[src/txis_map.svh]
/*
  Constants of the transmit line-state, injection and path switch block:
  mode codes, symbol codes, field positions and timing counts.
  Assumes inclusion by bare name from the package and the design modules.
*/
`ifndef TXIS_MAP_SVH
`define TXIS_MAP_SVH

// ----------------------------------------------------------------
// transmit mode codes
// ----------------------------------------------------------------
`define TXIS_TM_ACTIVE 3'h0
`define TXIS_TM_OFF 3'h1
`define TXIS_TM_IDLE 3'h2
`define TXIS_TM_MASTER 3'h3
`define TXIS_TM_QUIET 3'h4
`define TXIS_TM_RSVD 3'h5
`define TXIS_TM_HALT 3'h6

// ----------------------------------------------------------------
// injection select codes
// ----------------------------------------------------------------
`define TXIS_IC_NONE 2'h0
`define TXIS_IC_ONESHOT 2'h1
`define TXIS_IC_PERIODIC 2'h2
`define TXIS_IC_CONT 2'h3

// ----------------------------------------------------------------
// 5b line symbols
// ----------------------------------------------------------------
`define TXIS_SYM_IDLE 5'h1F
`define TXIS_SYM_HALT 5'h04
`define TXIS_SYM_QUIET 5'h00
`define TXIS_SYM_J 5'h18
`define TXIS_SYM_K 5'h11

// ----------------------------------------------------------------
// switch buses and fields
// ----------------------------------------------------------------
`define TXIS_LINK_INVALID 10'h13A
`define TXIS_BUS_FIRST_REQ 2'h0
`define TXIS_BUS_SECOND_REQ 2'h1
`define TXIS_BUS_RECEIVE 2'h2
`define TXIS_BUS_LINK_INVALID 2'h3
`define TXIS_CFG_IND_FIRST_LSB 0
`define TXIS_CFG_IND_SECOND_LSB 2
`define TXIS_CFG_TX_LSB 4
`define TXIS_MODE_PLAIN_BIT 6
`define TXIS_TSR_TM_LSB 0
`define TXIS_TSR_IC_LSB 0

// ----------------------------------------------------------------
// timing
// ----------------------------------------------------------------
`define TXIS_BITS_PER_BYTE 10
`define TXIS_BIT_LAST 4'h9
`define TXIS_BIT_ZERO 4'h0
`define TXIS_THRESH_ZERO 8'h00

`endif

[src/txis_pkg.sv]
/*
  Types of the transmit line-state, injection and path switch block.
  Assumes txis_map.svh is reachable by bare name.
*/
`include "txis_map.svh"

package txis_pkg;

  // ----------------------------------------------------------------
  // switch bus byte: parity, control flag, two symbols
  // ----------------------------------------------------------------
  typedef struct packed {
    logic parity;
    logic ctrl;
    logic [7:0] data;
  } txis_byte_t;

  // ----------------------------------------------------------------
  // encoded symbol pair, first symbol sent first
  // ----------------------------------------------------------------
  typedef struct packed {
    logic [4:0] first;
    logic [4:0] second;
  } txis_code_pair_t;

  typedef enum logic [1:0] {
    TXIS_OS_IDLE,
    TXIS_OS_COUNT,
    TXIS_OS_DONE
  } txis_os_state_t;

endpackage : txis_pkg

[src/txis_top.sv]
/*
  Transmit output stage: path switch, line state generator, symbol
  injection, serializer and line coding.
  Assumes an outside 4b/5b encoder, repeat filter and smoother feed
  filtered_pair_in, stable across each byte period.
*/
`timescale 1ns/10ps
`include "txis_map.svh"

module txis_top
  import txis_pkg::*;
#(
  parameter bit SINGLE_PORT = 1'b0,
  parameter int THRESH_W = 8
)
(
  input wire logic ref_clk_in,
  input wire logic rst_in,
  input wire txis_byte_t req_first_in,
  input wire txis_byte_t req_second_in,
  input wire txis_byte_t receive_bus_in,
  input wire logic [5:0] path_config_reg_in,
  input wire logic [7:0] transmit_state_reg_in,
  input wire logic [7:0] injection_ctl_reg_in,
  input wire logic [7:0] mode_reg_in,
  input wire logic [THRESH_W-1:0] injection_threshold_in,
  input wire logic [4:0] injection_symbol_first_in,
  input wire logic [4:0] injection_symbol_second_in,
  input wire txis_code_pair_t filtered_pair_in,
  output txis_byte_t indicate_first_out,
  output txis_byte_t indicate_second_out,
  output txis_byte_t tx_path_out,
  output logic byte_strobe_out,
  output txis_code_pair_t tx_pair_out,
  output logic injecting_out,
  output logic pmd_tx_enable_out,
  output logic serial_out
);

  // ----------------------------------------------------------------
  // declarations
  // ----------------------------------------------------------------
  txis_byte_t link_invalid_bus;
  txis_byte_t first_req_bus;
  txis_byte_t bus_sel [4];
  txis_byte_t ind_first_d;
  txis_byte_t ind_second_d;
  txis_byte_t tx_path_d;
  txis_byte_t ind_first_q;
  txis_byte_t ind_second_q;
  txis_byte_t tx_path_q;

  logic [3:0] bit_cnt_q;
  logic [3:0] bit_cnt_d;
  logic byte_tick;

  logic [2:0] transmit_mode_field;
  logic [1:0] injection_select;
  logic plain_coding_select;

  txis_code_pair_t gen_pair;
  txis_code_pair_t inj_pair;
  txis_code_pair_t out_pair;
  logic gen_override;
  logic master_phase_q;
  logic master_phase_d;
  logic jk_seen;

  txis_os_state_t os_state_q;
  txis_os_state_t os_state_d;
  logic [THRESH_W-1:0] os_cnt_q;
  logic [THRESH_W-1:0] os_cnt_d;
  logic [THRESH_W:0] per_cnt_q;
  logic [THRESH_W:0] per_cnt_d;
  logic [THRESH_W:0] per_next;
  logic inject;

  txis_code_pair_t tx_pair_q;
  txis_code_pair_t tx_pair_d;
  logic injecting_q;
  logic injecting_d;
  logic pmd_en_q;
  logic pmd_en_d;

  // ----------------------------------------------------------------
  // configuration switch
  // ----------------------------------------------------------------
  assign link_invalid_bus = `TXIS_LINK_INVALID;
  assign first_req_bus = SINGLE_PORT ? link_invalid_bus : req_first_in;

  always_comb
  begin
    bus_sel[`TXIS_BUS_FIRST_REQ] = first_req_bus;
    bus_sel[`TXIS_BUS_SECOND_REQ] = req_second_in;
    bus_sel[`TXIS_BUS_RECEIVE] = receive_bus_in;
    bus_sel[`TXIS_BUS_LINK_INVALID] = link_invalid_bus;
    ind_first_d = bus_sel[path_config_reg_in[`TXIS_CFG_IND_FIRST_LSB +: 2]];
    ind_second_d = bus_sel[path_config_reg_in[`TXIS_CFG_IND_SECOND_LSB +: 2]];
    tx_path_d = bus_sel[path_config_reg_in[`TXIS_CFG_TX_LSB +: 2]];
    if (SINGLE_PORT)
    begin
      ind_second_d = '0;
    end
  end

  always_ff @(posedge ref_clk_in or posedge rst_in)
  begin
    if (rst_in)
    begin
      ind_first_q <= '0;
      ind_second_q <= '0;
      tx_path_q <= '0;
    end
    else
    begin
      ind_first_q <= ind_first_d;
      ind_second_q <= ind_second_d;
      tx_path_q <= tx_path_d;
    end
  end

  // ----------------------------------------------------------------
  // byte timer: ten bit times per byte
  // ----------------------------------------------------------------
  assign byte_tick = (bit_cnt_q == `TXIS_BIT_LAST);

  always_comb
  begin
    if (byte_tick)
    begin
      bit_cnt_d = `TXIS_BIT_ZERO;
    end
    else
    begin
      bit_cnt_d = bit_cnt_q + 4'h1;
    end
  end

  always_ff @(posedge ref_clk_in or posedge rst_in)
  begin
    if (rst_in)
    begin
      bit_cnt_q <= `TXIS_BIT_ZERO;
    end
    else
    begin
      bit_cnt_q <= bit_cnt_d;
    end
  end

  // ----------------------------------------------------------------
  // control fields
  // ----------------------------------------------------------------
  assign transmit_mode_field = transmit_state_reg_in[`TXIS_TSR_TM_LSB +: 3];
  assign injection_select = injection_ctl_reg_in[`TXIS_TSR_IC_LSB +: 2];
  assign plain_coding_select = mode_reg_in[`TXIS_MODE_PLAIN_BIT];

  // ----------------------------------------------------------------
  // line state generator
  // ----------------------------------------------------------------
  always_comb
  begin
    gen_override = 1'b1;
    master_phase_d = master_phase_q;
    pmd_en_d = 1'b1;
    gen_pair = '{first: `TXIS_SYM_QUIET, second: `TXIS_SYM_QUIET};
    case (transmit_mode_field)
      `TXIS_TM_ACTIVE:
      begin
        gen_override = 1'b0;
      end
      `TXIS_TM_OFF:
      begin
        pmd_en_d = 1'b0;
      end
      `TXIS_TM_IDLE:
      begin
        gen_pair = '{first: `TXIS_SYM_IDLE, second: `TXIS_SYM_IDLE};
      end
      `TXIS_TM_MASTER:
      begin
        if (master_phase_q)
        begin
          gen_pair = '{first: `TXIS_SYM_QUIET, second: `TXIS_SYM_QUIET};
        end
        else
        begin
          gen_pair = '{first: `TXIS_SYM_HALT, second: `TXIS_SYM_HALT};
        end
        if (byte_tick)
        begin
          master_phase_d = ~master_phase_q;
        end
      end
      `TXIS_TM_QUIET, `TXIS_TM_RSVD:
      begin
        gen_pair = '{first: `TXIS_SYM_QUIET, second: `TXIS_SYM_QUIET};
      end
      `TXIS_TM_HALT:
      begin
        gen_pair = '{first: `TXIS_SYM_HALT, second: `TXIS_SYM_HALT};
      end
      default:
      begin
        gen_pair = '{first: `TXIS_SYM_QUIET, second: `TXIS_SYM_QUIET};
      end
    endcase
    if (transmit_mode_field != `TXIS_TM_MASTER)
    begin
      master_phase_d = 1'b0;
    end
  end

  // ----------------------------------------------------------------
  // injection control
  // ----------------------------------------------------------------
  assign jk_seen = (filtered_pair_in.first == `TXIS_SYM_J)
    && (filtered_pair_in.second == `TXIS_SYM_K);
  assign inj_pair = '{first: injection_symbol_first_in,
    second: injection_symbol_second_in};
  assign per_next = per_cnt_q + {{THRESH_W{1'b0}}, 1'b1};

  always_comb
  begin
    inject = 1'b0;
    os_state_d = os_state_q;
    os_cnt_d = os_cnt_q;
    per_cnt_d = per_cnt_q;
    case (injection_select)
      `TXIS_IC_NONE:
      begin
        os_state_d = TXIS_OS_IDLE;
        per_cnt_d = '0;
      end
      `TXIS_IC_ONESHOT:
      begin
        per_cnt_d = '0;
        if (byte_tick)
        begin
          if (jk_seen)
          begin
            if (injection_threshold_in == `TXIS_THRESH_ZERO)
            begin
              inject = 1'b1;
              os_state_d = TXIS_OS_DONE;
            end
            else
            begin
              os_state_d = TXIS_OS_COUNT;
              os_cnt_d = {{(THRESH_W-1){1'b0}}, 1'b1};
            end
          end
          else if (os_state_q == TXIS_OS_COUNT)
          begin
            if (os_cnt_q == injection_threshold_in)
            begin
              inject = 1'b1;
              os_state_d = TXIS_OS_DONE;
            end
            else
            begin
              os_cnt_d = os_cnt_q + {{(THRESH_W-1){1'b0}}, 1'b1};
            end
          end
        end
      end
      `TXIS_IC_PERIODIC:
      begin
        os_state_d = TXIS_OS_IDLE;
        if (byte_tick)
        begin
          if (per_next >= {1'b0, injection_threshold_in})
          begin
            inject = 1'b1;
            per_cnt_d = '0;
          end
          else
          begin
            per_cnt_d = per_next;
          end
        end
      end
      `TXIS_IC_CONT:
      begin
        os_state_d = TXIS_OS_IDLE;
        per_cnt_d = '0;
        inject = byte_tick;
      end
      default:
      begin
        os_state_d = TXIS_OS_IDLE;
      end
    endcase
  end

  // ----------------------------------------------------------------
  // output pair selection: injection, generator, stream
  // ----------------------------------------------------------------
  always_comb
  begin
    if (inject)
    begin
      out_pair = inj_pair;
    end
    else if (gen_override)
    begin
      out_pair = gen_pair;
    end
    else
    begin
      out_pair = filtered_pair_in;
    end
    tx_pair_d = byte_tick ? out_pair : tx_pair_q;
    injecting_d = byte_tick ? inject : injecting_q;
  end

  always_ff @(posedge ref_clk_in or posedge rst_in)
  begin
    if (rst_in)
    begin
      master_phase_q <= 1'b0;
      os_state_q <= TXIS_OS_IDLE;
      os_cnt_q <= '0;
      per_cnt_q <= '0;
      tx_pair_q <= '0;
      injecting_q <= 1'b0;
      pmd_en_q <= 1'b0;
    end
    else
    begin
      master_phase_q <= master_phase_d;
      os_state_q <= os_state_d;
      os_cnt_q <= os_cnt_d;
      per_cnt_q <= per_cnt_d;
      tx_pair_q <= tx_pair_d;
      injecting_q <= injecting_d;
      pmd_en_q <= pmd_en_d;
    end
  end

  // ----------------------------------------------------------------
  // serializer
  // ----------------------------------------------------------------
  txis_shifter u_shifter (
    .ref_clk_in(ref_clk_in),
    .rst_in(rst_in),
    .load_in(byte_tick),
    .pair_in(out_pair),
    .plain_coding_select_in(plain_coding_select),
    .serial_out(serial_out)
  );

  assign indicate_first_out = ind_first_q;
  assign indicate_second_out = ind_second_q;
  assign tx_path_out = tx_path_q;
  assign byte_strobe_out = byte_tick;
  assign tx_pair_out = tx_pair_q;
  assign injecting_out = injecting_q;
  assign pmd_tx_enable_out = pmd_en_q;

endmodule : txis_top

[src/txis_shifter.sv]
/*
  Serializer with optional NRZ to NRZI coding.
  Assumes load_in pulses once per byte period on the single block clock.
*/
`timescale 1ns/10ps

module txis_shifter
  import txis_pkg::*;
(
  input wire logic ref_clk_in,
  input wire logic rst_in,
  input wire logic load_in,
  input wire txis_code_pair_t pair_in,
  input wire logic plain_coding_select_in,
  output logic serial_out
);

  logic [9:0] shift_q;
  logic [9:0] shift_d;
  logic line_q;
  logic line_d;
  logic nrz_bit;

  // ----------------------------------------------------------------
  // load on byte boundary, shift one bit per clock
  // ----------------------------------------------------------------
  always_comb
  begin
    if (load_in)
    begin
      shift_d = pair_in;
    end
    else
    begin
      shift_d = {shift_q[8:0], 1'b0};
    end
    nrz_bit = shift_d[9];
    if (plain_coding_select_in)
    begin
      line_d = nrz_bit;
    end
    else
    begin
      line_d = line_q ^ nrz_bit;
    end
  end

  always_ff @(posedge ref_clk_in or posedge rst_in)
  begin
    if (rst_in)
    begin
      shift_q <= 10'h000;
      line_q <= 1'b0;
    end
    else
    begin
      shift_q <= shift_d;
      line_q <= line_d;
    end
  end

  assign serial_out = line_q;

endmodule : txis_shifter

[config.mk]
export PLATFORM = sky130hd
export DESIGN_NAME = txis_top
export DESIGN_NICKNAME = d
export VERILOG_FILES = /design/src/txis_pkg.sv /design/src/txis_top.sv /design/src/txis_shifter.sv
export VERILOG_INCLUDE_DIRS = /design/src
export SDC_FILE = /design/constraint.sdc
export NUM_CORES = 1
export LEC_CHECK = 0
export BUFFER_PORTS_ARGS = -buffer_cell sky130_fd_sc_hd__buf_2
export CELL_PAD_IN_SITES_DETAIL_PLACEMENT = 2
export CELL_PAD_IN_SITES_GLOBAL_PLACEMENT = 2
export CORE_AREA = 3 3 99 148
export CTS_CLUSTER_SIZE = 8
export DETAILED_ROUTE_END_ITERATION = 12
export DIE_AREA = 0 0 102 151
export GPL_TIMING_DRIVEN = 0
export PLACE_DENSITY = 0.79
export RECOVER_POWER = 25
export SLEW_MARGIN = 10
export SYNTH_ARGS = -nofsm -noshare
export SYNTH_HDL_FRONTEND = slang
export SYNTH_HIERARCHICAL = 1
export SYNTH_SLANG_ARGS = --single-unit
[constraint.sdc]
create_clock -name ref_clk_in -period 4.3 [get_ports ref_clk_in]
set_input_delay 0.43 -clock ref_clk_in [delete_from_list [all_inputs] [get_ports ref_clk_in]]
set_output_delay 0.43 -clock ref_clk_in [all_outputs]
set_load 0.02 [all_outputs]
# After elaboration in Yosys (flattened, before gate mapping)
# Cells that the tools add are included.
[word_totals]
ff_bits = 76
in_bits = 90
wordCells = 104
output_inout_bits = 44
[op_classes]
n_lt_le_gt_ge = 4
n_mux = 41
eq_ne = 19
n_reduce_logical = 12
addsub = 3
bitwise = 5
[op_table]
columns = ["cell", "n"]
rows = [
  ["$mux W10", 9],
  ["$bmux W10 S2", 3],
  ["$mux W8", 5],
  ["$pmux W10 S3", 1],
  ["$mux W9", 2],
  ["$pmux W9 S2", 1],
  ["$mux W1", 12],
  ["$eq A5 B5 Y1 const B", 2],
  ["$mux W2", 5],
  ["$add A9 B1 Y9 const B", 1],
  ["$ge A3 B3 Y1 const B", 3],
  ["$ge A9 B8 Y1", 1],
  ["$not A2 Y3", 3],
  ["$add A8 B1 Y8 const B", 1],
  ["$eq A8 B8 Y1", 1],
  ["$logic_not A8 Y1", 1],
  ["$ne A2 B2 Y1 const B", 4],
  ["$eq A3 B2 Y1 const B", 2],
  ["$ne A3 B3 Y1 const B", 2],
  ["$reduce_bool A2 Y1", 3],
  ["$reduce_or A3 Y1", 2],
  ["$reduce_and A5 Y1", 1],
  ["$add A4 B1 Y4 const B", 1],
  ["$eq A2 B1 Y1 const B", 2],
  ["other kinds (15)", 16],
]

# Logic depth before layout (Yosys ltp)
# Gate-level depths: netlist of the first run.
[logic_depth]
word_depth = 10
mapped_depth = 14
depth_no_buf = 13

# Cells and area by module
# The synthesis of the first run kept the hierarchy.
[modules_own_cells]
columns = ["mod", "area_per_inst_um2", "instances", "seq_area_each_um2", "cells_each"]
rows = [
  ["txis_top", 3758.6, 1, 1651.6, 383],
  ["txis_shifter", 387.9, 1, 250.2, 24],
]

# Worst setup path before layout of the first run
# OpenSTA, ideal clock, no wires.
[synth_path]
path_kind = "register to register"
from = "reg per_cnt_q[0]"
to = "reg u_shifter.shift_q[7]"
slack_ps = 1286
setup_time_ps = 125
path_stages_with_launch = 14
required_ps = 4175
arrival_ps = 2890
synth_period_minus_slack_ps = 3014
path_buffers = 1
path_cell_list = "dfrtp_1 > ha_1 > nand3_1 > nor2_1 > xor2_1 > ha_1 > a211oi_1 > o21a_1 > o2111ai_2 > a21oi_4 > nor2_2 > buf_6 > mux2_4 > mux2_2"
[synth_rtl]
columns = ["element", "line_no", "source"]
rows = [
  ["from (decl)", "txis_top.sv:73", "logic [THRESH_W:0] per_cnt_q;"],
  ["from (signal assigned)", "txis_top.sv:334", "per_cnt_q <= per_cnt_d;"],
  ["to (signal assigned)", "txis_shifter.sv:57", "shift_q <= shift_d;"],
  ["to (decl)", "txis_shifter.sv:18", "logic [9:0] shift_q;"],
]

==> out/metrics.yaml, run 1 <==
layout:
  num_antenna_cells: 0
  post_route_cells_drive_above_1_share_pct: 32.0
  fin_nets: 638
  flow.area_growth_from_synthesis_pct: 25.8
  most-common-layout-cells: "117 x buf_2, 76 x dfrtp_1, 55 x nand2_1"
  layout.cells.most_common: "buf_2"
worst_setup_path:
  criticalPathCategory: "reg2reg"
  critPathLaunchType: "flip-flop"
  crit_path_cell_trace: "ha_1 > nand3_1 > nor2_1 > xor2_1 > ha_1 > a211oi_1 > o21a_1 > o2111ai_2 > a21oi_4 > buf_2 > o22ai_1 > mux2i_1 > xnor2_1"
  cp_common_cell: "ha_1"
  r2r_slack_ns: 0.73
  worst_path_dominant_cell_family: "compound AO/OA/AOI/OAI gates"
  critPathSlowestCell: "dfrtp_1"
  worstPathRequired_ns: 4.55
  cp_data_arrival_time_ns: 3.82
  critical_path.max_stage_delay_ns: 0.45
  setup.worst_path.end_class: "flip-flop"
  worstPathMaxFanout: 10
  path_buf_inv: 1
global_routing:
  top_usage_layer: "met2"
  gr-usage-met3_pct: 6.18
  grt_use_met1_pct: 19.6
  vias_in_the_first_global_route: 4242
  grt_start_max_net_pins: 54
  grt_util_all_layers_pct: 18.6
  grt.overflow.total: 0
  grt_first_pass_wirelength_mm: 22.2
  global_route.usage.met2_pct: 34.4
  grt_antenna_before_repair: 1
drt:
  via_count: 3640
  wire_per_inst_um: 19.6
  drcViolationCount: 0
  route.antenna.remaining_nets: 0
  first_iter_violations: 77
  drtPass1Iterations: 4
  vias_per_cell: 5.20
  drt_wl_total_mm: 13.7
timing:
  tightestPinTransition_ns: 2.94
  maxClockFrequency_mhz: 280
  skew_ns: 0.00966
  report.final.slew_viol_count: 54
  relSlewSlack_pct: -96.0
  final_period_utilization_pct: 82.9
  totalNegativeSetupSlack_ns: 0
  hold_violations: 0
  fin_worst_hold_slack_ns: 0.0783
  finalCriticalPeriod_ns: 3.57
  grt_setup_unrepaired: "false"
  report.final.setup_viol: 0
floorplan:
  floorplan.initialDensity_pct: 30.6
  die_width_um: 102
  floorplan.core_area_sq_um: 13500
  boundaryPins: 134
  floorplan.rows: 52
  fp.dieH_um: 151
  die_area_sq_um: 15400
yosys:
  synthesis.instances: 407
  ys_warn_count: 6
  seq_cells_post_synth: 76
  syn-mean-instance-area_sq_um: 10.2
  synth_ff_type: "dfrtp_1"
  synth_async_sr_flop_share_pct: 100
  mappedNetlistArea_sq_um: 4150
  synthesis.nets: 511
  synth_edf_count: 0
  synth_sequential_area_ratio_pct: 45.9
  yosys.cell_types.count: 53
clock_tree:
  clock_tree.buffer_depth: 2
  post_cts_resized: 0
  cts.sink_count: 76
  worst_skew_pair.late_latency_ns: 0.33
  clock_tree.root_cell: "clkbuf_16"
  ctsHoldBuffers: 0
  postCtsSetupRepairBufs: 0
  h_tree_lvls: 3
  clk_pin_slew_ns: 0.06
  cts-buffers-inserted: 9
  tritoncts: "done"
run_status:
  violated_checks: "capacitance limit, slew limit"
  status: "complete, but fails checks"
pwr:
  power.density_nw_per_um2: 349
  clock_power_share_pct: 40.7
  power_switching_share_pct: 27.5
  cell_int_power_mw: 1.32
  static-leakage-power_nw: 2.58
  vdd_ir_drop_max_mv: 0.145
  comb_power_share_pct: 17.1
  power.net_switching_mw: 0.501
  power.share.sequential_pct: 42.2
flow_run:
  maxCapViolCount: 1
place:
  port-buffer-count: 115
  hpwl_mm: 10.9
  gp_congestion: 0.887
min_path:
  hold_path.class: "in2async"
-- layout make-up --
cell class,instances,area [sq um]
tap,162,203
clock inverter,6,63.8
clock buffer,9,225
inverter,16,61.3
multi-input combinational,299,2110
sequential,76,1900
timing repair buffer,116,578
buffer,16,78.8
fill,1503,8320
-- Yosys cell counts (all sizes together) (4+ instances only) --
cell    count  area (sq um)
o22a       15           131
nor2b       7          43.8
xnor2      15           131
nand2      55           206
mux2       26           297
dfrtp      76          1900
a22o        7          61.3
clkbuf      8          30.0
nor3       10          50.1
buf         8          48.8
o22ai      16           100
ha         14           175
nand4       5          31.3
nand2b      6          37.5
xor2        9          78.8
inv        16          60.1
mux2i      17           170
nor2       23          88.8
and3        4          25.0
o21ai      31           155
nand3       5          25.0
-- power by group through the flow --
stage               clock [mW]  combinational [mW]  sequential (mW)
global route             0.799               0.341            0.772
global placement             0               0.302            0.780
CTS                      0.765               0.320            0.769
finish                   0.740               0.311            0.768
floorplan                    0               0.127            0.829
detailed placement           0               0.318            0.781
-- path summary, 6_finish.rpt --
| path | start | to | cells after the start |
|---|---|---|---|
| setup / recovery | per_cnt_q[0] | u_shifter/serial_out | 13 |
| hold / removal | rst_in | u_shifter/shift_q[2] | 2 |
| setup reg to reg | per_cnt_q[0] | u_shifter/serial_out | 13 |
| hold reg to reg | u_shifter/shift_q[5] | u_shifter/shift_q[6] | 1 |
| max in group asynchronous | rst_in | per_cnt_q[2] | 3 |
| min in group ref_clk_in | req_second_in[8] | tx_path_out[8] | 2 |
-- registers in the layout (all words and copies together) (netlist names) --
name / count
u_shifter/shift_q: 9
pmd_tx_enable_out: 1
injecting_out: 1
master_phase_q: 1
per_cnt_q: 9
u_shifter/serial_out: 1
os_state_q: 2
bit_cnt_q: 4
tx_path_out: 10
indicate_first_out: 10
indicate_second_out: 10
os_cnt_q: 8
tx_pair_out: 10
-- cell families after synthesis --
group	after synthesis	synth area share [%]
xor+xnor	24	5.07
buf+inv	32	3.35
fa+ha+maj	14	4.22
flops	76	45.9
compound gates	90	15.2
simple gates	128	15.0
mux	43	11.3
-- metrics by stage --
stage / instance area (sq um) / utilization [%] / std cells / power [mW] / setup slack [ns]
floorplan: 4150 / - / 407 / 0.955 / 1.29
global placement: 4920 / 36.4 / 684 / 1.08 / 0.782
detailed placement: 4950 / 36.6 / 685 / 1.10 / 0.651
CTS: 5240 / 38.7 / 700 / 1.85 / 0.652
global route: 5220 / 38.6 / 700 / 1.91 / 0.317
finish: 5220 / 38.6 / 700 / 1.82 / 0.734
-- layer usage --
layer,routed length (um),part of all wire (%)
met1,5000,36
met2,7600,55
met3,889,6.5
met4,216,1.6
met5,7,0.051
Note: power is estimated with default switching activity, not from simulation.
==> inputs of run 2 (changes only) <==
--- a/config.mk
+++ b/config.mk
@@ -6,15 +6,16 @@
 export SDC_FILE = /design/constraint.sdc
 export NUM_CORES = 1
 export LEC_CHECK = 0
+export ABC_AREA = 1
 export BUFFER_PORTS_ARGS = -buffer_cell sky130_fd_sc_hd__buf_2
 export CELL_PAD_IN_SITES_DETAIL_PLACEMENT = 2
 export CELL_PAD_IN_SITES_GLOBAL_PLACEMENT = 2
-export CORE_AREA = 3 3 99 148
+export CORE_AREA = 3 3 104 156
 export CTS_CLUSTER_SIZE = 8
 export DETAILED_ROUTE_END_ITERATION = 12
-export DIE_AREA = 0 0 102 151
+export DIE_AREA = 0 0 107 159
 export GPL_TIMING_DRIVEN = 0
-export PLACE_DENSITY = 0.79
+export PLACE_DENSITY = 0.8
 export RECOVER_POWER = 25
 export SLEW_MARGIN = 10
 export SYNTH_ARGS = -nofsm -noshare
==> constraint.sdc (replaced) <==
create_clock -name ref_clk_in -period 3.3 [get_ports ref_clk_in]
set_input_delay 0.33 -clock ref_clk_in [delete_from_list [all_inputs] [get_ports ref_clk_in]]
set_output_delay 0.33 -clock ref_clk_in [all_outputs]
set_load 0.02 [all_outputs]
==> run 2 against run 1 <==
Net effect:
- the flow still finishes with violations (capacitance limit, slew limit)
- global-route usage is 0.41 points lower
- synthesized area up 4.2%
- synthesized cell count up 35%
- critical endpoint unchanged
==> out/metrics.yaml, run 2 <==
timing:
  report.final.setup_viol: 0
  final_period_utilization_pct: 88.9
  skew_ns: 0.00846
  tightestPinTransition_ns: 1.67
  hold_violations: 0
  grt_setup_unrepaired: "false"
  postLayoutSetupSlackWorst_ns: 0.367
  totalNegativeSetupSlack_ns: 0
  fin_worst_hold_slack_ns: 0.228
  finalCriticalPeriod_ns: 2.93
  relSlewSlack_pct: -11.7
  maxClockFrequency_mhz: 341
  report.final.slew_viol_count: 35
floorplan:
  floorplan.core_area_sq_um: 15100
  floorplan.initialDensity_pct: 28.7
  boundaryPins: 134
  floorplan.rows: 55
  die_area_sq_um: 17000
  die_width_um: 107
  fp.dieH_um: 159
worst_setup_path:
  r2r_slack_ns: 0.37
  reg2reg_to: "u_shifter/serial_out"
  cp_data_arrival_time_ns: 3.17
  worst-r2r-cell-count: 24
  worstPathMaxFanout: 10
  setup.worst_path.end_class: "flip-flop"
  crit-reg2reg-launch: "per_cnt_q[2]"
  worstPathRequired_ns: 3.54
  criticalPathCategory: "reg2reg"
  critPathLaunchType: "flip-flop"
yosys:
  syn-mean-instance-area_sq_um: 7.84
  synth_area_leader_cell: "dfrtp_1"
  yosys.cell_count.top_type: "nand2_1"
  synth_sequential_area_ratio_pct: 44.0
  ys_warn_count: 6
  synth_async_sr_flop_share_pct: 100
  yosys.cell_types.count: 33
  synthesis.instances: 551
  ys_top_cells_by_area: "dfrtp_1 44%, nand2_1 11%, inv_1 7.6%"
  seq_cells_post_synth: 76
  mappedNetlistArea_sq_um: 4320
  synth_ff_type: "dfrtp_1"
  synth_top_area_share_pct: 44.0
  yosys-top-cells-count: "127 x nand2_1, 87 x inv_1, 76 x dfrtp_1"
  synth_edf_count: 0
  synthesis.nets: 655
run_status:
  violated_checks: "capacitance limit, slew limit"
  status: "complete, but fails checks"
clock_tree:
  postCtsSetupRepairBufs: 0
  tritoncts: "done"
  clock_tree.buffer_depth: 2
  cts-buffers-inserted: 9
  h_tree_lvls: 3
  clk_pin_slew_ns: 0.06
  clock_tree.root_cell: "clkbuf_16"
  worst_skew_pair.late_latency_ns: 0.34
  cts.sink_count: 76
global_routing:
  top_usage_layer: "met2"
  global_route.usage.met2_pct: 36.1
  vias_in_the_first_global_route: 5001
  grt_first_pass_wirelength_mm: 24.6
  grt.overflow.total: 0
  grt_use_met1_pct: 18.2
  grt_start_max_net_pins: 36
  grt_antenna_before_repair: 1
  grt_util_all_layers_pct: 18.2
  gr-usage-met3_pct: 4.10
layout:
  num_antenna_cells: 0
  layout.cells.most_common: "nand2_1"
  final_util_pct: 36.7
  fin_nets: 783
  post_route_cells_drive_above_1_share_pct: 23.0
  flow.area_growth_from_synthesis_pct: 27.9
  area_of_all_placed_cells_without_fillers_sq_um: 5530
  most-common-layout-cells: "127 x nand2_1, 114 x buf_2, 87 x inv_1"
drt:
  drcViolationCount: 0
  vias_per_cell: 4.83
  first_iter_violations: 121
  route.antenna.remaining_nets: 0
  drt_wl_total_mm: 15.2
  via_count: 4269
  wire_per_inst_um: 17.2
  drtPass1Iterations: 4
flow_run:
  maxCapViolCount: 1
min_path:
  min_path_cells: 2
  hold_path_startpoint: "transmit_state_reg_in[0]"
  hold_path.class: "in2reg"
  whs_endpoint: "pmd_tx_enable_out"
pwr:
  static-leakage-power_nw: 2.96
  power.density_nw_per_um2: 474
  vdd_ir_drop_max_mv: 0.277
place:
  dpl-instance-area_sq_um: 5170
  port-buffer-count: 115
  hpwl_mm: 12.1
  gp_congestion: 0.851
  pre_cts_worst_setup_slack_ns: 0.311
[run 2: cell count changes after synthesis, sizes merged, moves of 17 or more]
cell	previous run	this run
a21oi	3	49
mux2	26	0
nand3	5	39
inv	16	90
nand2	55	133
mux2i	17	0
[run 2: worst max path at each step]
stage                 start                      to  slack, ns
2_1_floorplan  per_cnt_q[2]    u_shifter/serial_out       0.82
3_3_place_gp         rst_in  indicate_second_out[7]       0.28
3_5_place_dp   per_cnt_q[2]    u_shifter/serial_out       0.31
4_1_cts        per_cnt_q[2]    u_shifter/serial_out       0.29
5_1_grt        per_cnt_q[2]    u_shifter/serial_out       0.04
6_report       per_cnt_q[2]    u_shifter/serial_out       0.37
[run 2: critical path, cell delays in order, from the launching register on]
cell and delay [ns]:
dfrtp_1 0.39, inv_1 0.09, nor3_2 0.18, inv_1 0.07, nor2_1 0.14, inv_1 0.08, nor2_1 0.14, or2_2 0.13
inv_1 0.05, ha_1 0.27, nand2_1 0.05, inv_1 0.06, nand2_1 0.05, nand2_1 0.06, nand2_1 0.07, a21oi_1 0.13
nand2_1 0.08, nand2_2 0.09, buf_6 0.15, nand3_1 0.10, and2_1 0.20, nand2_4 0.09, nand3_1 0.08, nand2_1 0.07
inv_1 0.04
[run 2: stage by stage]
| step | power [mW] | cells |
|---|---|---|
| after floorplan | 1.27 | 551 |
| after global placement | 1.44 | 865 |
| after detailed placement | 1.46 | 866 |
| after CTS | 2.67 | 883 |
| after global routing | 2.75 | 883 |
| final | 2.62 | 883 |
[run 2: routing by layer]
layer / routed length (um) / vias up
met2: 8680 / 95
met3: 640 / 15
li1: - / 2043
met4: 234 / 2
met1: 5600 / 2114
met5: 9 / -
[run 2: cells by family after synthesis]
group | count (synthesis) | synth area share, %
flops | 76 | 44.0
simple gates | 224 | 23.2
compound gates | 118 | 15.2
xor+xnor | 13 | 2.63
buf+inv | 106 | 10.8
fa+ha+maj | 14 | 4.05
[run 2: area by class of cell]
| cell class | instances | area, sq um |
|---|---|---|
| Buffer | 16 | 130 |
| Tap cell | 199 | 249 |
| Inverter | 90 | 339 |
| Multi-Input combinational cell | 369 | 1960 |
| Fill cell | 1782 | 9540 |
| Timing Repair Buffer | 117 | 602 |
| Sequential cell | 76 | 1900 |
| Clock buffer | 11 | 243 |
| Clock inverter | 5 | 108 |
[run 2: what timing repair did]
item / in CTS / in global routing
hold endpoints to repair: 10 / 0
gates resized for setup: 0 / 1
setup endpoints to repair: 0 / 1
hold buffers: 1 / 0
[run 2: power breakdown]
group / total (mW) / switching (mW) / leakage (nW) / internal, mW
Sequential: 1.01 / 0.0243 / 0.943 / 0.986
Combinational: 0.425 / 0.278 / 1.85 / 0.147
Clock: 1.18 / 0.419 / 0.170 / 0.765
Total: 2.62 / 0.722 / 2.96 / 1.90
==> inputs of run 3 (changes only) <==
--- a/config.mk
+++ b/config.mk
@@ -10,10 +10,10 @@
 export BUFFER_PORTS_ARGS = -buffer_cell sky130_fd_sc_hd__buf_2
 export CELL_PAD_IN_SITES_DETAIL_PLACEMENT = 2
 export CELL_PAD_IN_SITES_GLOBAL_PLACEMENT = 2
-export CORE_AREA = 3 3 104 156
+export CORE_AREA = 2 2 103 155
 export CTS_CLUSTER_SIZE = 8
 export DETAILED_ROUTE_END_ITERATION = 12
-export DIE_AREA = 0 0 107 159
+export DIE_AREA = 0 0 105 157
 export GPL_TIMING_DRIVEN = 0
 export PLACE_DENSITY = 0.8
 export RECOVER_POWER = 25
==> run 3 against run 2 <==
Net effect:
- largest power group unchanged
- highest routed layer is now met4
- total power shrank 5.2%
- the run now ends clean
- via count rose by 1.5%
- count of clock-buffer cells in the layout shrank 2
- worst setup slack better by 0.069 ns
- fmax grew 2.4%
- die area fell by 3.1%
- critical path type unchanged
==> out/metrics.yaml, run 3 (synthesized netlist as in run 2, its figures left out) <==
timing:
  relSlewSlack_pct: 13.7
  postLayoutSetupSlackWorst_ns: 0.436
  final_period_utilization_pct: 86.8
  tightestPinTransition_ns: 1.29
  finalCriticalPeriod_ns: 2.86
  totalNegativeSetupSlack_ns: 0
  fin_worst_hold_slack_ns: 0.226
  skew_ns: 0.0107
  report.final.setup_viol: 0
  report.final.slew_viol_count: 0
  maxClockFrequency_mhz: 349
  hold_violations: 0
run_status:
  status: "finished, final reports clean"
layout:
  final_util_pct: 36.6
  flow.area_growth_from_synthesis_pct: 27.0
  area_of_all_placed_cells_without_fillers_sq_um: 5490
  most-common-layout-cells: "127 x nand2_1, 115 x buf_2, 87 x inv_1"
  fin_nets: 783
  post_layout_nonfiller_instances: 885
  nFillCells: 1825
  layout.cells.most_common: "nand2_1"
  post_route_cells_drive_above_1_share_pct: 23.8
pwr:
  comb_power_share_pct: 17.3
  fin_total_pwr_mw: 2.48
  static-leakage-power_nw: 2.94
  vdd_ir_drop_max_mv: 0.213
  power.density_nw_per_um2: 452
  power.share.sequential_pct: 40.7
  clock_power_share_pct: 42.0
  power_switching_share_pct: 30.3
  power.net_switching_mw: 0.753
  cell_int_power_mw: 1.73
global_routing:
  grt.overflow.total: 0
  grt_util_all_layers_pct: 19.1
  grt_start_max_net_pins: 42
  vias_in_the_first_global_route: 5098
  grt_antenna_before_repair: 2
  grt_first_pass_wirelength_mm: 24.9
drt:
  drt_wl_total_mm: 15.2
  first_iter_violations: 136
  via_count: 4334
  drcViolationCount: 0
  route.antenna.remaining_nets: 0
  wire_per_inst_um: 17.2
  vias_per_cell: 4.90
  drtPass1Iterations: 4
worst_setup_path:
  r2r_slack_ns: 0.44
  critPathLaunchType: "flip-flop"
  worstPathMaxFanout: 10
  crit-reg2reg-launch: "per_cnt_q[2]"
  worstPathRequired_ns: 3.53
  cp_data_arrival_time_ns: 3.10
  setup.worst_path.end_class: "flip-flop"
  reg2reg_to: "u_shifter/serial_out"
  worst-r2r-cell-count: 25
  criticalPathCategory: "reg2reg"
place:
  port-buffer-count: 115
  post-place-cells: 866
  gp_congestion: 0.830
  pre_cts_worst_setup_slack_ns: 0.316
  hpwl_mm: 12.2
  dpl-instance-area_sq_um: 5170
floorplan:
  die_area_sq_um: 16500
  boundaryPins: 134
  floorplan.rows: 55
  die_width_um: 105
  floorplan.core_area_sq_um: 15000
  fp.dieH_um: 157
  floorplan.initialDensity_pct: 28.8
clock_tree:
  clock_tree.buffer_depth: 2
  worst_skew_pair.late_latency_ns: 0.34
  clk_pin_slew_ns: 0.07
  cts-buffers-inserted: 9
  clock_tree.root_cell: "clkbuf_16"
  postCtsSetupRepairBufs: 0
  tritoncts: "done"
  cts.sink_count: 76
  h_tree_lvls: 3
min_path:
  whs_endpoint: "pmd_tx_enable_out"
  min_path_cells: 2
  hold_path_startpoint: "transmit_state_reg_in[0]"
  hold_path.class: "in2reg"
flow_run:
  maxCapViolCount: 0
run 3: timing repair:
item                                    CTS  global route
endpoints found under the setup margin    0            10
resized for setup                         0             5
hold endpoints to repair                  5             0
hold buffers                              1             0
run 3: worst max path at each step:
stage                             from              endpoint  cells past startpoint
after CTS                 per_cnt_q[2]  u_shifter/serial_out                     24
after detailed placement  per_cnt_q[2]  u_shifter/serial_out                     24
after floorplan           per_cnt_q[2]  u_shifter/serial_out                     25
final                     per_cnt_q[2]  u_shifter/serial_out                     25
after global routing      per_cnt_q[2]  u_shifter/serial_out                     24
after global placement          rst_in        tx_path_out[0]                      2
run 3: critical path, stage by stage (launching register included):
cell and delay (ns):
dfrtp_1 0.38, inv_1 0.08, nor3_2 0.18, inv_1 0.08, nor2_2 0.09, inv_1 0.08
nand2_1 0.06, inv_1 0.05, ha_1 0.27, nand2_1 0.06, nor2_1 0.10, nand2_1 0.06
nand3_1 0.07, nand2_1 0.05, nand2_1 0.06, nand2_1 0.07, a21oi_1 0.14, nand2_1 0.09
nand2_2 0.09, buf_6 0.15, nand3_1 0.10, and2_4 0.18, nand2_4 0.07, nand3_1 0.08
nand2_1 0.07, inv_1 0.04
run 3: layout make-up:
| cell class | count | area [sq um] | share of cell area (%) |
|---|---|---|---|
| clock buffer | 9 | 225 | 4.10 |
| multi-input combinational | 369 | 1970 | 35.9 |
| antenna | 2 | 5.00 | 0.0912 |
| timing repair buffer | 117 | 588 | 10.7 |
| tap | 199 | 249 | 4.54 |
| buffer | 16 | 130 | 2.37 |
| clock inverter | 7 | 80.1 | 1.46 |
| sequential | 76 | 1900 | 34.6 |
| inverter | 90 | 339 | 6.18 |
run 3: per-layer routing:
| layer | part of all wire (%) | wire length, um | vias up | global-route usage [%] |
|---|---|---|---|---|
| li1 | - | - | 2037 | - |
| met1 | 37 | 5620 | 2165 | 18.6 |
| met2 | 57 | 8680 | 114 | 38.9 |
| met3 | 4.2 | 639 | 18 | 3.64 |
| met4 | 1.9 | 291 | 0 | 6.86 |
| met5 | 0 | 0 | - | 0 |
run 3: power groups by stage:
stage	clock network (mW)	logic, mW	registers, mW
floorplan	0	0.179	1.09
global placement	0	0.408	1.03
detailed placement	0	0.433	1.03
CTS	1.07	0.437	1.01
global route	1.11	0.476	1.02
finish	1.04	0.429	1.01
